==> src/clk_seq_pkg.sv <==
// shared constants, types and helpers for the core clock and reset sequencer
package clk_seq_pkg;

    localparam int MULT_W      = 5;
    localparam int DIV_W       = 16;
    localparam int ACC_W       = DIV_W + 1;
    localparam int N_SPORT     = 4;
    localparam int N_CLKGEN    = N_SPORT + 1;
    localparam int SPI_IDX     = N_SPORT;
    localparam int CNT_W       = 13;
    localparam int SYNC_STAGES = 2;

    // input clock timing
    localparam int IN_PERIOD_NS        = 100;
    localparam int IN_PERIOD_PS        = IN_PERIOD_NS * 1000;
    localparam int CORE_RST_CYCLES     = 4096;
    localparam int CORE_RST_MAX_CYCLES = 4097;
    localparam int CORE_CNT_LAST       = CORE_RST_CYCLES - SYNC_STAGES;
    localparam int WRST_MIN_CYCLES     = 4;
    localparam int INPUT_CLOCK_SETUP_US      = 10;
    localparam int INPUT_CLOCK_SETUP_CYCLES  = (INPUT_CLOCK_SETUP_US * 1000 + IN_PERIOD_NS - 1) / IN_PERIOD_NS;
    localparam int PLL_SETUP_US        = 20;
    localparam int PLL_SETUP_CYCLES    = (PLL_SETUP_US * 1000 + IN_PERIOD_NS - 1) / IN_PERIOD_NS;
    localparam int PLL_LOCK_US         = 100;
    localparam int PLL_LOCK_CYCLES     = (PLL_LOCK_US * 1000) / IN_PERIOD_NS;
    localparam int CORE_CLOCK_MIN_PS         = 6660;
    localparam int CORE_CLOCK_MAX_PS         = 10000;

    // ratio select pin codes and multipliers
    localparam logic [1:0]        RS_3X        = 2'h0;
    localparam logic [1:0]        RS_16X       = 2'h1;
    localparam logic [1:0]        RS_8X        = 2'h2;
    localparam logic [MULT_W-1:0] MULT_3X      = 5'h03;
    localparam logic [MULT_W-1:0] MULT_8X      = 5'h08;
    localparam logic [MULT_W-1:0] MULT_16X     = 5'h10;
    localparam logic [1:0]        PINS_RST     = RS_3X;
    localparam logic [MULT_W-1:0] PIN_MULT_RST = MULT_3X;

    // register map
    localparam logic [31:0] OFS_PM     = 32'h0000_0000;
    localparam logic [31:0] OFS_STATUS = 32'h0000_0004;
    localparam logic [31:0] OFS_DIV0   = 32'h0000_0008;
    localparam logic [31:0] OFS_LAST   = 32'h0000_0018;
    localparam logic [2:0]  IDX_PM     = OFS_PM[4:2];
    localparam logic [2:0]  IDX_STATUS = OFS_STATUS[4:2];
    localparam logic [2:0]  IDX_DIV0   = OFS_DIV0[4:2];
    localparam logic [2:0]  IDX_LAST   = OFS_LAST[4:2];
    localparam int          N_REGS     = 7;

    localparam int PM_MULT_POS   = 0;
    localparam int PM_OVR_POS    = 8;
    localparam int ST_MULT_POS   = 0;
    localparam int ST_PINS_POS   = 8;
    localparam int ST_CORE_POS   = 12;
    localparam int ST_REJECT_POS = 16;

    localparam logic [DIV_W-1:0] DIV_RST     = 16'h0000;
    localparam logic [1:0]       RESP_OKAY   = 2'h0;
    localparam logic [1:0]       RESP_SLVERR = 2'h2;

    typedef struct packed {
        logic              ovr;
        logic [MULT_W-1:0] mult;
    } pm_ctl_t;

    localparam pm_ctl_t PM_RST = '{ovr: 1'b0, mult: 5'h00};

    function automatic logic [MULT_W-1:0] pin_ratio_decode(input logic [1:0] p);
        return (p == RS_16X) ? MULT_16X : (p == RS_8X) ? MULT_8X : MULT_3X;
    endfunction

    function automatic logic ratio_legal(input logic [MULT_W-1:0] m);
        int mi;
        mi = int'(m);
        return (mi * CORE_CLOCK_MIN_PS <= IN_PERIOD_PS) && (mi * CORE_CLOCK_MAX_PS >= IN_PERIOD_PS);
    endfunction

    function automatic logic [31:0] wmerge(input logic [31:0] old, input logic [31:0] data,
                                           input logic [3:0] strb);
        logic [31:0] r;
        r = old;
        for (int b = 0; b < 4; b++)
            if (strb[b])
                r[8*b +: 8] = data[8*b +: 8];
        return r;
    endfunction

endpackage

==> src/port_clock_gen.sv <==
// programmable port clock divider driven by the modelled core clock rate
`timescale 1ns/10ps
module port_clock_gen
    import clk_seq_pkg::*;
(
    input  wire logic              aclk,
    input  wire logic              aresetn,
    input  wire logic              run,
    input  wire logic [MULT_W-1:0] mult,
    input  wire logic [DIV_W-1:0]  ratio,
    output logic                   clk_out
);

    logic [ACC_W-1:0]  acc_r;
    logic              clk_r;
    logic [DIV_W-1:0]  since_r;
    logic [MULT_W-1:0] mult_q_r;
    logic [DIV_W-1:0]  ratio_q_r;
    logic              same_r;

    // every input clock adds mult core periods; half period is ratio/2 core periods
    wire             go      = run && (ratio >= DIV_W'(2));
    wire [ACC_W-1:0] acc_sum = acc_r + ACC_W'({mult, 1'b0});
    wire             toggle  = go && (acc_sum >= ACC_W'(ratio));
    wire [ACC_W-1:0] acc_nxt = !go ? '0 : toggle ? acc_sum - ACC_W'(ratio) : acc_sum;
    wire             cfg_chg = !run || (mult != mult_q_r) || (ratio != ratio_q_r);
    wire [DIV_W-1:0] two_mult = DIV_W'({mult, 1'b0});

    assign clk_out = clk_r;

    always_ff @(posedge aclk)
    begin
        if (!aresetn)
        begin
            acc_r <= '0;
            clk_r <= 1'b0;
        end
        else
        begin
            acc_r <= acc_nxt;
            clk_r <= go ? (clk_r ^ toggle) : 1'b0;
        end
    end

    // checking aids
    always_ff @(posedge aclk)
    begin
        if (!aresetn)
        begin
            since_r   <= '0;
            mult_q_r  <= '0;
            ratio_q_r <= '0;
            same_r    <= 1'b0;
        end
        else
        begin
            since_r   <= toggle ? '0 : DIV_W'(since_r + 1'b1);
            mult_q_r  <= mult;
            ratio_q_r <= ratio;
            same_r    <= cfg_chg ? 1'b0 : (toggle ? (acc_nxt < ACC_W'(two_mult)) : same_r);
        end
    end
endmodule

==> src/core_clock_reset_sequencer.sv <==
// core clock ratio control, port clock dividers and core reset sequencing
`timescale 1ns/10ps
// Functional notes
// - core ratio latched from pins during reset
// - port clocks divide core clock by ratio
// - pins give 3, 8, 16; software more
// - core reset held 4096 cycles after release
// - late capture may add one cycle, max 4097
module core_clock_reset_sequencer
    import clk_seq_pkg::*;
(
    input  wire logic              aclk,
    input  wire logic              aresetn,
    input  wire logic [31:0]       awaddr,
    input  wire logic [2:0]        awprot,
    input  wire logic              awvalid,
    output logic                   awready,
    input  wire logic [31:0]       wdata,
    input  wire logic [3:0]        wstrb,
    input  wire logic              wvalid,
    output logic                   wready,
    output logic [1:0]             bresp,
    output logic                   bvalid,
    input  wire logic              bready,
    input  wire logic [31:0]       araddr,
    input  wire logic [2:0]        arprot,
    input  wire logic              arvalid,
    output logic                   arready,
    output logic [31:0]            rdata,
    output logic [1:0]             rresp,
    output logic                   rvalid,
    input  wire logic              rready,
    input  wire logic              ext_reset_n,
    input  wire logic [1:0]        clock_ratio_select_pins,
    output logic                   core_reset_n,
    output logic [MULT_W-1:0]      core_clock_mult,
    output logic [N_SPORT-1:0]     serial_port_clk,
    output logic                   spi_clk
);

    logic              ext_sync1_r;
    logic              ext_sync2_r;
    logic [1:0]        pins_latched_r;
    logic [MULT_W-1:0] pin_mult_r;
    logic [MULT_W-1:0] core_mult_r;
    logic [CNT_W-1:0]  rst_cnt_r;
    logic              core_reset_n_r;
    pm_ctl_t           pm_r;
    logic [DIV_W-1:0]  div_r [N_CLKGEN];
    logic              reject_r;
    logic              aw_held_r;
    logic [31:0]       aw_addr_r;
    logic              w_held_r;
    logic [31:0]       w_data_r;
    logic [3:0]        w_strb_r;
    logic              bvalid_r;
    logic [1:0]        bresp_r;
    logic              rvalid_r;
    logic [1:0]        rresp_r;
    logic [31:0]       rdata_r;
    logic [31:0]       view [N_REGS];
    logic [N_CLKGEN-1:0] gen_clk;
    logic [CNT_W-1:0]  rel_cnt_r;

    // ratio selection
    wire [MULT_W-1:0] pin_dec  = pin_ratio_decode(clock_ratio_select_pins);
    wire [MULT_W-1:0] mult_nxt = pm_r.ovr ? pm_r.mult : pin_mult_r;
    wire              cnt_done = (rst_cnt_r == CNT_W'(CORE_CNT_LAST));

    // bus decode
    wire        do_wr   = aw_held_r && w_held_r && !bvalid_r;
    wire        do_rd   = arvalid && !rvalid_r;
    wire [2:0]  wr_idx  = aw_addr_r[4:2];
    wire [2:0]  rd_idx  = araddr[4:2];
    wire        wr_hit  = (aw_addr_r[31:5] == 27'h0) && (wr_idx <= IDX_LAST);
    wire        rd_hit  = (araddr[31:5] == 27'h0) && (rd_idx <= IDX_LAST);
    wire        wr_pm   = do_wr && wr_hit && (wr_idx == IDX_PM);
    wire        wr_st   = do_wr && wr_hit && (wr_idx == IDX_STATUS);
    wire        wr_div  = do_wr && wr_hit && (wr_idx >= IDX_DIV0);
    wire [31:0] pm_word = (32'(pm_r.mult) << PM_MULT_POS) | (32'(pm_r.ovr) << PM_OVR_POS);
    wire [31:0] pm_wm   = wmerge(pm_word, w_data_r, w_strb_r);
    wire [MULT_W-1:0] new_mult = pm_wm[PM_MULT_POS +: MULT_W];
    wire        new_ovr = pm_wm[PM_OVR_POS];
    wire        pm_ok   = !new_ovr || ratio_legal(new_mult);
    wire        rej_set = wr_pm && !pm_ok;
    wire        rej_clr = wr_st && w_strb_r[ST_REJECT_POS / 8] && w_data_r[ST_REJECT_POS];
    wire [31:0] st_word = (32'(core_mult_r) << ST_MULT_POS)
                        | (32'(pins_latched_r) << ST_PINS_POS)
                        | (32'(core_reset_n_r) << ST_CORE_POS)
                        | (32'(reject_r) << ST_REJECT_POS);
    wire [31:0] rd_word = rd_hit ? view[rd_idx] : 32'h0000_0000;

    assign view[IDX_PM]     = pm_word;
    assign view[IDX_STATUS] = st_word;

    assign awready         = !aw_held_r && !bvalid_r;
    assign wready          = !w_held_r && !bvalid_r;
    assign bvalid          = bvalid_r;
    assign bresp           = bresp_r;
    assign arready         = !rvalid_r;
    assign rvalid          = rvalid_r;
    assign rresp           = rresp_r;
    assign rdata           = rdata_r;
    assign core_reset_n    = core_reset_n_r;
    assign core_clock_mult = core_mult_r;
    assign serial_port_clk = gen_clk[N_SPORT-1:0];
    assign spi_clk         = gen_clk[SPI_IDX];

    // two-stage synchroniser on the board reset
    always_ff @(posedge aclk)
    begin
        if (!aresetn)
        begin
            ext_sync1_r <= 1'b0;
            ext_sync2_r <= 1'b0;
        end
        else
        begin
            ext_sync1_r <= ext_reset_n;
            ext_sync2_r <= ext_sync1_r;
        end
    end

    // pin ratio follows the pins while reset is held, frozen afterwards
    always_ff @(posedge aclk)
    begin
        if (!aresetn)
        begin
            pins_latched_r <= PINS_RST;
            pin_mult_r     <= PIN_MULT_RST;
        end
        else if (!ext_sync2_r)
        begin
            pins_latched_r <= clock_ratio_select_pins;
            pin_mult_r     <= pin_dec;
        end
    end

    // core reset counter; relies on reset pulses of at least the minimum width
    always_ff @(posedge aclk)
    begin
        if (!aresetn || !ext_sync2_r)
        begin
            rst_cnt_r      <= '0;
            core_reset_n_r <= 1'b0;
        end
        else if (!core_reset_n_r)
        begin
            rst_cnt_r      <= CNT_W'(rst_cnt_r + 1'b1);
            core_reset_n_r <= cnt_done;
        end
    end

    // effective multiplier: software override or pin ratio
    always_ff @(posedge aclk)
    begin
        if (!aresetn)
            core_mult_r <= PIN_MULT_RST;
        else
            core_mult_r <= mult_nxt;
    end

    // power management control; out-of-range core periods are refused
    always_ff @(posedge aclk)
    begin
        if (!aresetn || !ext_sync2_r)
            pm_r <= PM_RST;
        else if (wr_pm && pm_ok)
            pm_r <= '{ovr: new_ovr, mult: new_mult};
    end

    // sticky refusal flag, set wins over clear
    always_ff @(posedge aclk)
    begin
        if (!aresetn)
            reject_r <= 1'b0;
        else
            reject_r <= rej_set | (reject_r & ~rej_clr);
    end

    // divider ratios, low two byte lanes only
    always_ff @(posedge aclk)
    begin
        if (!aresetn)
        begin
            for (int i = 0; i < N_CLKGEN; i++)
                div_r[i] <= DIV_RST;
        end
        else
        begin
            for (int i = 0; i < N_CLKGEN; i++)
                if (wr_div && wr_idx == 3'(int'(IDX_DIV0) + i))
                    div_r[i] <= {w_strb_r[1] ? w_data_r[15:8] : div_r[i][15:8],
                                 w_strb_r[0] ? w_data_r[7:0] : div_r[i][7:0]};
        end
    end

    // write channels: address and data held independently until both are in
    always_ff @(posedge aclk)
    begin
        if (!aresetn)
        begin
            aw_held_r <= 1'b0;
            aw_addr_r <= 32'h0000_0000;
            w_held_r  <= 1'b0;
            w_data_r  <= 32'h0000_0000;
            w_strb_r  <= 4'h0;
        end
        else
        begin
            if (awvalid && awready)
            begin
                aw_held_r <= 1'b1;
                aw_addr_r <= awaddr;
            end
            else if (do_wr)
                aw_held_r <= 1'b0;
            if (wvalid && wready)
            begin
                w_held_r <= 1'b1;
                w_data_r <= wdata;
                w_strb_r <= wstrb;
            end
            else if (do_wr)
                w_held_r <= 1'b0;
        end
    end

    // write response and read channel
    always_ff @(posedge aclk)
    begin
        if (!aresetn)
        begin
            bvalid_r <= 1'b0;
            bresp_r  <= RESP_OKAY;
            rvalid_r <= 1'b0;
            rresp_r  <= RESP_OKAY;
            rdata_r  <= 32'h0000_0000;
        end
        else
        begin
            if (do_wr)
            begin
                bvalid_r <= 1'b1;
                bresp_r  <= wr_hit ? RESP_OKAY : RESP_SLVERR;
            end
            else if (bready)
                bvalid_r <= 1'b0;
            if (do_rd)
            begin
                rvalid_r <= 1'b1;
                rresp_r  <= rd_hit ? RESP_OKAY : RESP_SLVERR;
                rdata_r  <= rd_word;
            end
            else if (rready)
                rvalid_r <= 1'b0;
        end
    end

    // port clock generators, four serial ports then spi
    for (genvar g = 0; g < N_CLKGEN; g++)
    begin : g_clkgen
        assign view[int'(IDX_DIV0) + g] = 32'(div_r[g]);
        port_clock_gen u_gen (
            .aclk    (aclk),
            .aresetn (aresetn),
            .run     (core_reset_n_r),
            .mult    (core_mult_r),
            .ratio   (div_r[g]),
            .clk_out (gen_clk[g])
        );
    end

    // checking aids: cycles since the reset pin was first seen high
    always_ff @(posedge aclk)
    begin
        if (!aresetn || !ext_reset_n)
            rel_cnt_r <= '0;
        else if (rel_cnt_r != {CNT_W{1'b1}})
            rel_cnt_r <= CNT_W'(rel_cnt_r + 1'b1);
    end
endmodule

==> config.mk <==
export PLATFORM = sky130hd
export DESIGN_NAME = core_clock_reset_sequencer
export DESIGN_NICKNAME = d
export VERILOG_FILES = /design/src/clk_seq_pkg.sv /design/src/port_clock_gen.sv /design/src/core_clock_reset_sequencer.sv
export SDC_FILE = /design/constraint.sdc
export NUM_CORES = 1
export LEC_CHECK = 0
export BUFFER_PORTS_ARGS = -buffer_cell sky130_fd_sc_hd__buf_2
export CORE_MARGIN = 3
export CORE_UTILIZATION = 45
export DETAILED_ROUTE_END_ITERATION = 12
export MAX_ROUTING_LAYER = met4
export PLACE_DENSITY = 0.66
export REMOVE_ABC_BUFFERS = 1
export SLEW_MARGIN = 20
export SYNTH_ARGS = -nofsm -noshare
export SYNTH_HDL_FRONTEND = slang
export SYNTH_SLANG_ARGS = --single-unit
==> constraint.sdc <==
create_clock -name aclk -period 5.5 [get_ports aclk]
set_input_delay 0.55 -clock aclk [delete_from_list [all_inputs] [get_ports aclk]]
set_output_delay 0.55 -clock aclk [all_outputs]
set_load 0.01 [all_outputs]
Word level (Yosys, flattened, before mapping) --
Memories as Yosys holds them, arrays and structs flattened. Cells that the tools add are included.
Storage, ports and cells: memory bits (writable) 80, bits in registers 217, memories 1, output and inout bits 52, input port bits 116
Memory list:
- div_r | depth 5, bits a word 16, rd ports 5, clocked after Yosys merged registers in 0, wr ports 5, line core_clock_reset_sequencer.sv:49 | logic [DIV_W-1:0] div_r [N_CLKGEN];
Cells by class: muxes and demuxes 55, equality and inequality tests 9, reduce and logical (&&, ||, !) cells 55, bitwise gates (word level) 18, $lt $le $gt $ge 16, add/subtract/negate cells 11, multipliers 2
Operators by type and width (count):
- binary-select mux 32 bit (select 3 bit) | 1
- two-way mux 32 bit | 3
- adder 17 x 6 -> 17 bit | 5
- greater-or-equal comparator 17 x 16 -> 1 bit | 5
- two-way mux 17 bit | 5
- subtractor 17 x 16 -> 17 bit | 5
- greater-or-equal comparator 16 x 2 -> 1 bit, second input constant | 5
- two-way mux 16 bit | 5
- two-way mux 8 bit | 10
- logical NOT 27 bit | 2
- logical AND 1 bit | 33
- two-way mux 1 bit | 25
- greater-or-equal comparator 19 x 17 -> 1 bit, second input constant | 1
- <= comparator 18 x 17 -> 1 bit, second input constant | 1
- OR 13 x 17 -> 17 bit | 1
- multiplier 5 x 11 -> 16 bit, second input constant | 1
- multiplier 5 x 10 -> 15 bit, second input constant | 1
- two-way mux 5 bit | 3
- adder 13 x 1 -> 13 bit, second input constant | 1
- equality test 13 x 12 -> 1 bit, second input constant | 1
- OR 10 x 13 -> 13 bit | 1
- OR 5 x 10 -> 10 bit | 1
- AND reduction 2 bit | 5
- equality test 3 bit, second input constant | 3
- other kinds (19) | 42

Longest topological paths before layout --
depth in word-level cells 9, depth in mapped cells 18, depth with buffers taken out 17

Hierarchy --
From an unflattened synthesis, not the netlist that was laid out.
Second synthesis, totals: cells, all modules 2108, area total of the unflattened synthesis 18808.0 um2
By module, submodules not included:
- core_clock_reset_sequencer | area each 8624.5 um2, cells each 836, instances 1, sequential area each 4524.3 um2
- port_clock_gen (g_clkgen[1].u_gen ...) | area each 2034.5 um2, cells each 254, instances 4, sequential area each 360.3 um2
- port_clock_gen (g_clkgen[0].u_gen) | area each 2045.7 um2, cells each 256, instances 1, sequential area each 360.3 um2

Worst setup path before layout --
OpenSTA, ideal clock, no wires.
path type register to register, from reg w_strb_r[0], to reg pm_r[0] (netlist bit), period minus slack after synthesis 4.097 ns, library setup time 0.132 ns, stages on the path, launching flop included 16, path buffers 1, data arrival time 3.965 ns, data required time 5.368 ns, setup slack 1.403 ns, path through dfxtp_1 -> buf_2 -> mux2i_1 -> inv_1 -> fa_1 -> ha_1 -> fa_1 -> ha_1 -> o21a_1 -> o31a_1 -> or2_1 -> o41ai_1 -> o41a_1 -> a2111o_1 -> a31oi_1 -> nor3_1
Between the ends: word-level cells in the longest chain between the ends 6, elaborated cells on any way between the ends 8, those cells by class mul (2); order compare (2); mux (1); reduce/logical (3)
RTL lines:
- start: declaration | line core_clock_reset_sequencer.sv:55 | logic [3:0] w_strb_r;
- start signal: assignment | line core_clock_reset_sequencer.sv:222 | w_strb_r <= wstrb;
- two-way mux 5 bit * | line clk_seq_pkg.sv:83 | if (strb[b])
- net new_mult[3] | line core_clock_reset_sequencer.sv:82 | wire [MULT_W-1:0] new_mult = pm_wm[PM_MULT_POS +: MULT_W];
- multiplier 5 x 11 -> 16 bit or multiplier 5 x 10 -> 15 bit (tied branches) | line clk_seq_pkg.sv:75 | return (mi * CORE_CLOCK_MIN_PS <= IN_PERIOD_PS) && (mi * CORE_CLOCK_MAX_PS >= IN_PERIOD_PS);
- <= comparator 18 x 17 -> 1 bit or greater-or-equal comparator 19 x 17 -> 1 bit (tied branches) | line clk_seq_pkg.sv:75
- logical AND 1 bit * | line clk_seq_pkg.sv:75
- logical OR 1 bit * | line core_clock_reset_sequencer.sv:84 | wire pm_ok = !new_ovr || ratio_legal(new_mult);
- logical AND 1 bit * | line core_clock_reset_sequencer.sv:168 | else if (wr_pm && pm_ok)
- end signal: assignment | line core_clock_reset_sequencer.sv:169 | pm_r <= '{ovr: new_ovr, mult: new_mult};
- end: declaration | line core_clock_reset_sequencer.sv:48 | pm_ctl_t pm_r;
Mark *: on every way through the listed nets, which the timed path passes. The rest lies on a longest branch. A chain may end at the register's enable or synchronous reset.

Final worst setup path --
from reg core_mult_r[0] (netlist: core_clock_mult[0]), to reg g_clkgen[3].u_gen.acc_r[12]
Between the ends: word-level cells in the longest chain between the ends 4, elaborated cells on any way between the ends 5, those cells by class add/sub (2); order compare (1); mux (1); reduce/logical (1)
RTL lines:
- start: declaration | line core_clock_reset_sequencer.sv:45 | logic [MULT_W-1:0] core_mult_r;
- start signal: assignment | line core_clock_reset_sequencer.sv:160 | core_mult_r <= mult_nxt;
- adder 17 x 6 -> 17 bit * | line port_clock_gen.sv:23 | wire [ACC_W-1:0] acc_sum = acc_r + ACC_W'({mult, 1'b0});
- greater-or-equal comparator 17 x 16 -> 1 bit | line port_clock_gen.sv:24 | wire toggle = go && (acc_sum >= ACC_W'(ratio));
- logical AND 1 bit | line port_clock_gen.sv:24
- two-way mux 17 bit * | line port_clock_gen.sv:25 | wire [ACC_W-1:0] acc_nxt = !go ? '0 : toggle ? acc_sum - ACC_W'(ratio) : acc_sum;
- end signal: assignment | line port_clock_gen.sv:40 | acc_r <= acc_nxt;
- end: declaration | line port_clock_gen.sv:14 | logic [ACC_W-1:0] acc_r;
Every way passes the cells marked *; elsewhere a longest branch is shown, timed or not.

==> results.txt <==
Rel. slew slack: 0.332
number of global-route vias before repair: 14252
port buffer count: 124
largest net degree at the start of global routing: 44
drt total wl: 46900 µm
Synth area leaders: dfxtp_1, edfxtp_1, ha_1
gr ovfl total: 0
switching power: 1190 µW
Syn. warnings: 0
Setup Fix Bufs, Post-CTS: 0
clock tree buffer depth: 3
Core ar.: 39100 µm²
Lkg Pwr: 0.00867 µW
# resized after CTS: 0
Synth Cell Area: 18000 µm²
via count: 14889
endpoints failing setup: 0
DRT Pass-1 Iters: 6
Sw Ratio: 0.247
register area share after synthesis: 0.351
H-Tree Depth: 1
Hold Buf Count CTS: 0
Max VDD drop: 0.256 mV
Max Freq: 209 MHz
Cell Int Power: 3620 µW
clock transition time at the flip-flop clock pins of the worst setup and hold paths: 0.06 ns
crit path max fanout: 18
worst slew pin tran: 0.988 ns
ys async rst share: 0
Cells after Synth: 2005
synthesis-stage register bit count: 276
initial antenna violation count: 0
placer congestion estimate: 0.923
die footprint: 42500 µm²
DPL Wire Length: 35800 µm
CTS tree: yes
CP top delay family: simple AND/OR/NAND/NOR gates
Final Critical Period: 4.80 ns
Top Ports: 168
CP Capture Type: flip-flop
Site Rows: 72
top cell type by total area after synthesis: dfxtp_1
hold crit path type: input pin to flip-flop
most common cell in the netlist: nand2_1
unrepaired setup endpoints after global routing: false
max-slew violations: 0
die width: 206 µm
final instance area: 20100 µm²
Num CTS Buffers: 31
Initial Utilization: 0.461
CTS sink count: 276
CP max stage cell: dfxtp_1
largest stage delay on the critical path: 0.53 ns
share of layout cells above drive strength 1: 0.108
instance area at placement: 19100 µm²
setup_tns: 0 ns
routed length per instance: 17.6 µm
Final nets: 2395
Clk Latency, worst-skew pair: 0.58 ns
global-route wire length before repair: 73300 µm
CP bufs+invs: 0
clock share of power: 0.447
Worst Skew: 0.00995 ns
startpoint types: flip-flop
GR Util All Layers: 0.221
combinational share of power: 0.096
CTS root buf: clkbuf_16
Yosys top cell area share: 0.218
ANT nets after route: 0
PwrDens: 239 nW/µm²
Die H: 206 µm
P&R area growth vs syn: 11.6%
Worst EP arrival: 5.23 ns
EDFF count, synth: 80
First DRT Iteration DRCs: 997
worst setup path class: flip-flop to flip-flop
# DRC: 0
status: finished clean
Seq pwr share: 0.457
Synth Area per Inst: 8.99 µm²
final period utilization: 0.872
dominant synthesized flop cell: dfxtp_1
max-cap violation count: 0
Worst Path Required: 5.93 ns
CP Cell Sequence: ha_1, fa_1, a21o_1, a21o_1, a21oi_1, nand2b_1, xnor2_1, ha_1, nand4_1, nor4_1, nor3b_1, mux2i_2, o21ai_1, nor2_4, mux2i_1, nor2_1
commonest cells in the netlist: nand2_1, dfxtp_1, nor2_1, ha_1, inv_1
final hold vios: 0
synth unique cells: 78
DR vias/cell: 5.60
-- power by group through the flow --
stage | Combinational (µW) | Sequential (µW) | Clock (µW)
2_1_floorplan | 302 | 2220 | 0
3_3_place_gp | 446 | 2240 | 0
3_5_place_dp | 455 | 2240 | 0
4_1_cts | 458 | 2190 | 2190
5_1_grt | 511 | 2200 | 2260
6_report | 460 | 2190 | 2150
-- layout by cell type, fill, tap and decap left out, drive strengths merged, types with 30 or more instances in the layout --
cell type / instances
nand2: 214
dfxtp: 196
nor2: 161
ha: 151
buf: 139
inv: 132
o21ai: 100
a21oi: 90
xnor2: 89
mux2i: 85
edfxtp: 80
xor2: 58
a21boi: 56
a21o: 52
and2: 43
nor4: 42
nand4: 40
nand3: 38
clkbuf: 36
nor3: 34
a211oi: 30
-- area by class of cell --
cell class	instances	area, µm²
inverters	130	488
fillers	3639	19000
flip-flops and latches	276	6330
clock buffers	36	815
well taps	518	648
repair buffers	139	733
multi-input cells	1535	10900
clock inverters	22	236
diodes	1	2.50
-- per-layer routing --
metal  vias up  track usage  share of wire
met5         -            -              0
met3        90       0.0295          0.063
met4         0       0.0759          0.037
met1      7046        0.292           0.45
li1       7325            -              -
met2       428        0.351           0.45
-- sequential cells by signal, indices dropped and copies added, names as in the netlist, 2 cells and up --
signal / cells
g_clkgen.u_gen.acc_r: 85
g_clkgen.u_gen.clk_out: 5
w_data_r: 17
aw_addr_r: 30
rdata: 17
rst_cnt_r: 13
core_clock_mult: 5
pins_latched_r: 2
div_r: 80
pm_r: 6
w_strb_r: 3
pin_mult_r: 3
-- cell families after synthesis --
family	share of synthesized area
simple gates	0.178
compound gates	0.171
flops	0.351
buf+inv	0.0494
fa+ha+maj	0.121
xor+xnor	0.0714
mux	0.0580
other cells	0.000208
-- worst paths after layout --
path	start	end	slack [ns]	depth (start not counted)
worst max-delay path	core_clock_mult[0]	g_clkgen[3].u_gen.acc_r[12]	0.70	16
worst min-delay path	ext_reset_n	ext_sync1_r	0.18	2
worst max register to register	core_clock_mult[0]	g_clkgen[3].u_gen.acc_r[12]	0.70	16
worst min register to register	ext_sync1_r	ext_sync2_r	0.43	1
-- per-stage QoR --
step / hold slack (ns) / instances / total power [µW] / utilization / worst slack [ns]
2_1_floorplan: 0.412 / 1941 / 2520 / - / 1.03
3_3_place_gp: 0.421 / 2598 / 2680 / 0.488 / 0.783
3_5_place_dp: 0.419 / 2598 / 2690 / 0.488 / 0.763
4_1_cts: 0.153 / 2656 / 4840 / 0.515 / 0.702
5_1_grt: 0.179 / 2656 / 4970 / 0.515 / 0.351
6_report: 0.185 / 2657 / 4800 / 0.515 / 0.704
Note: power is estimated with default switching activity, not from simulation.
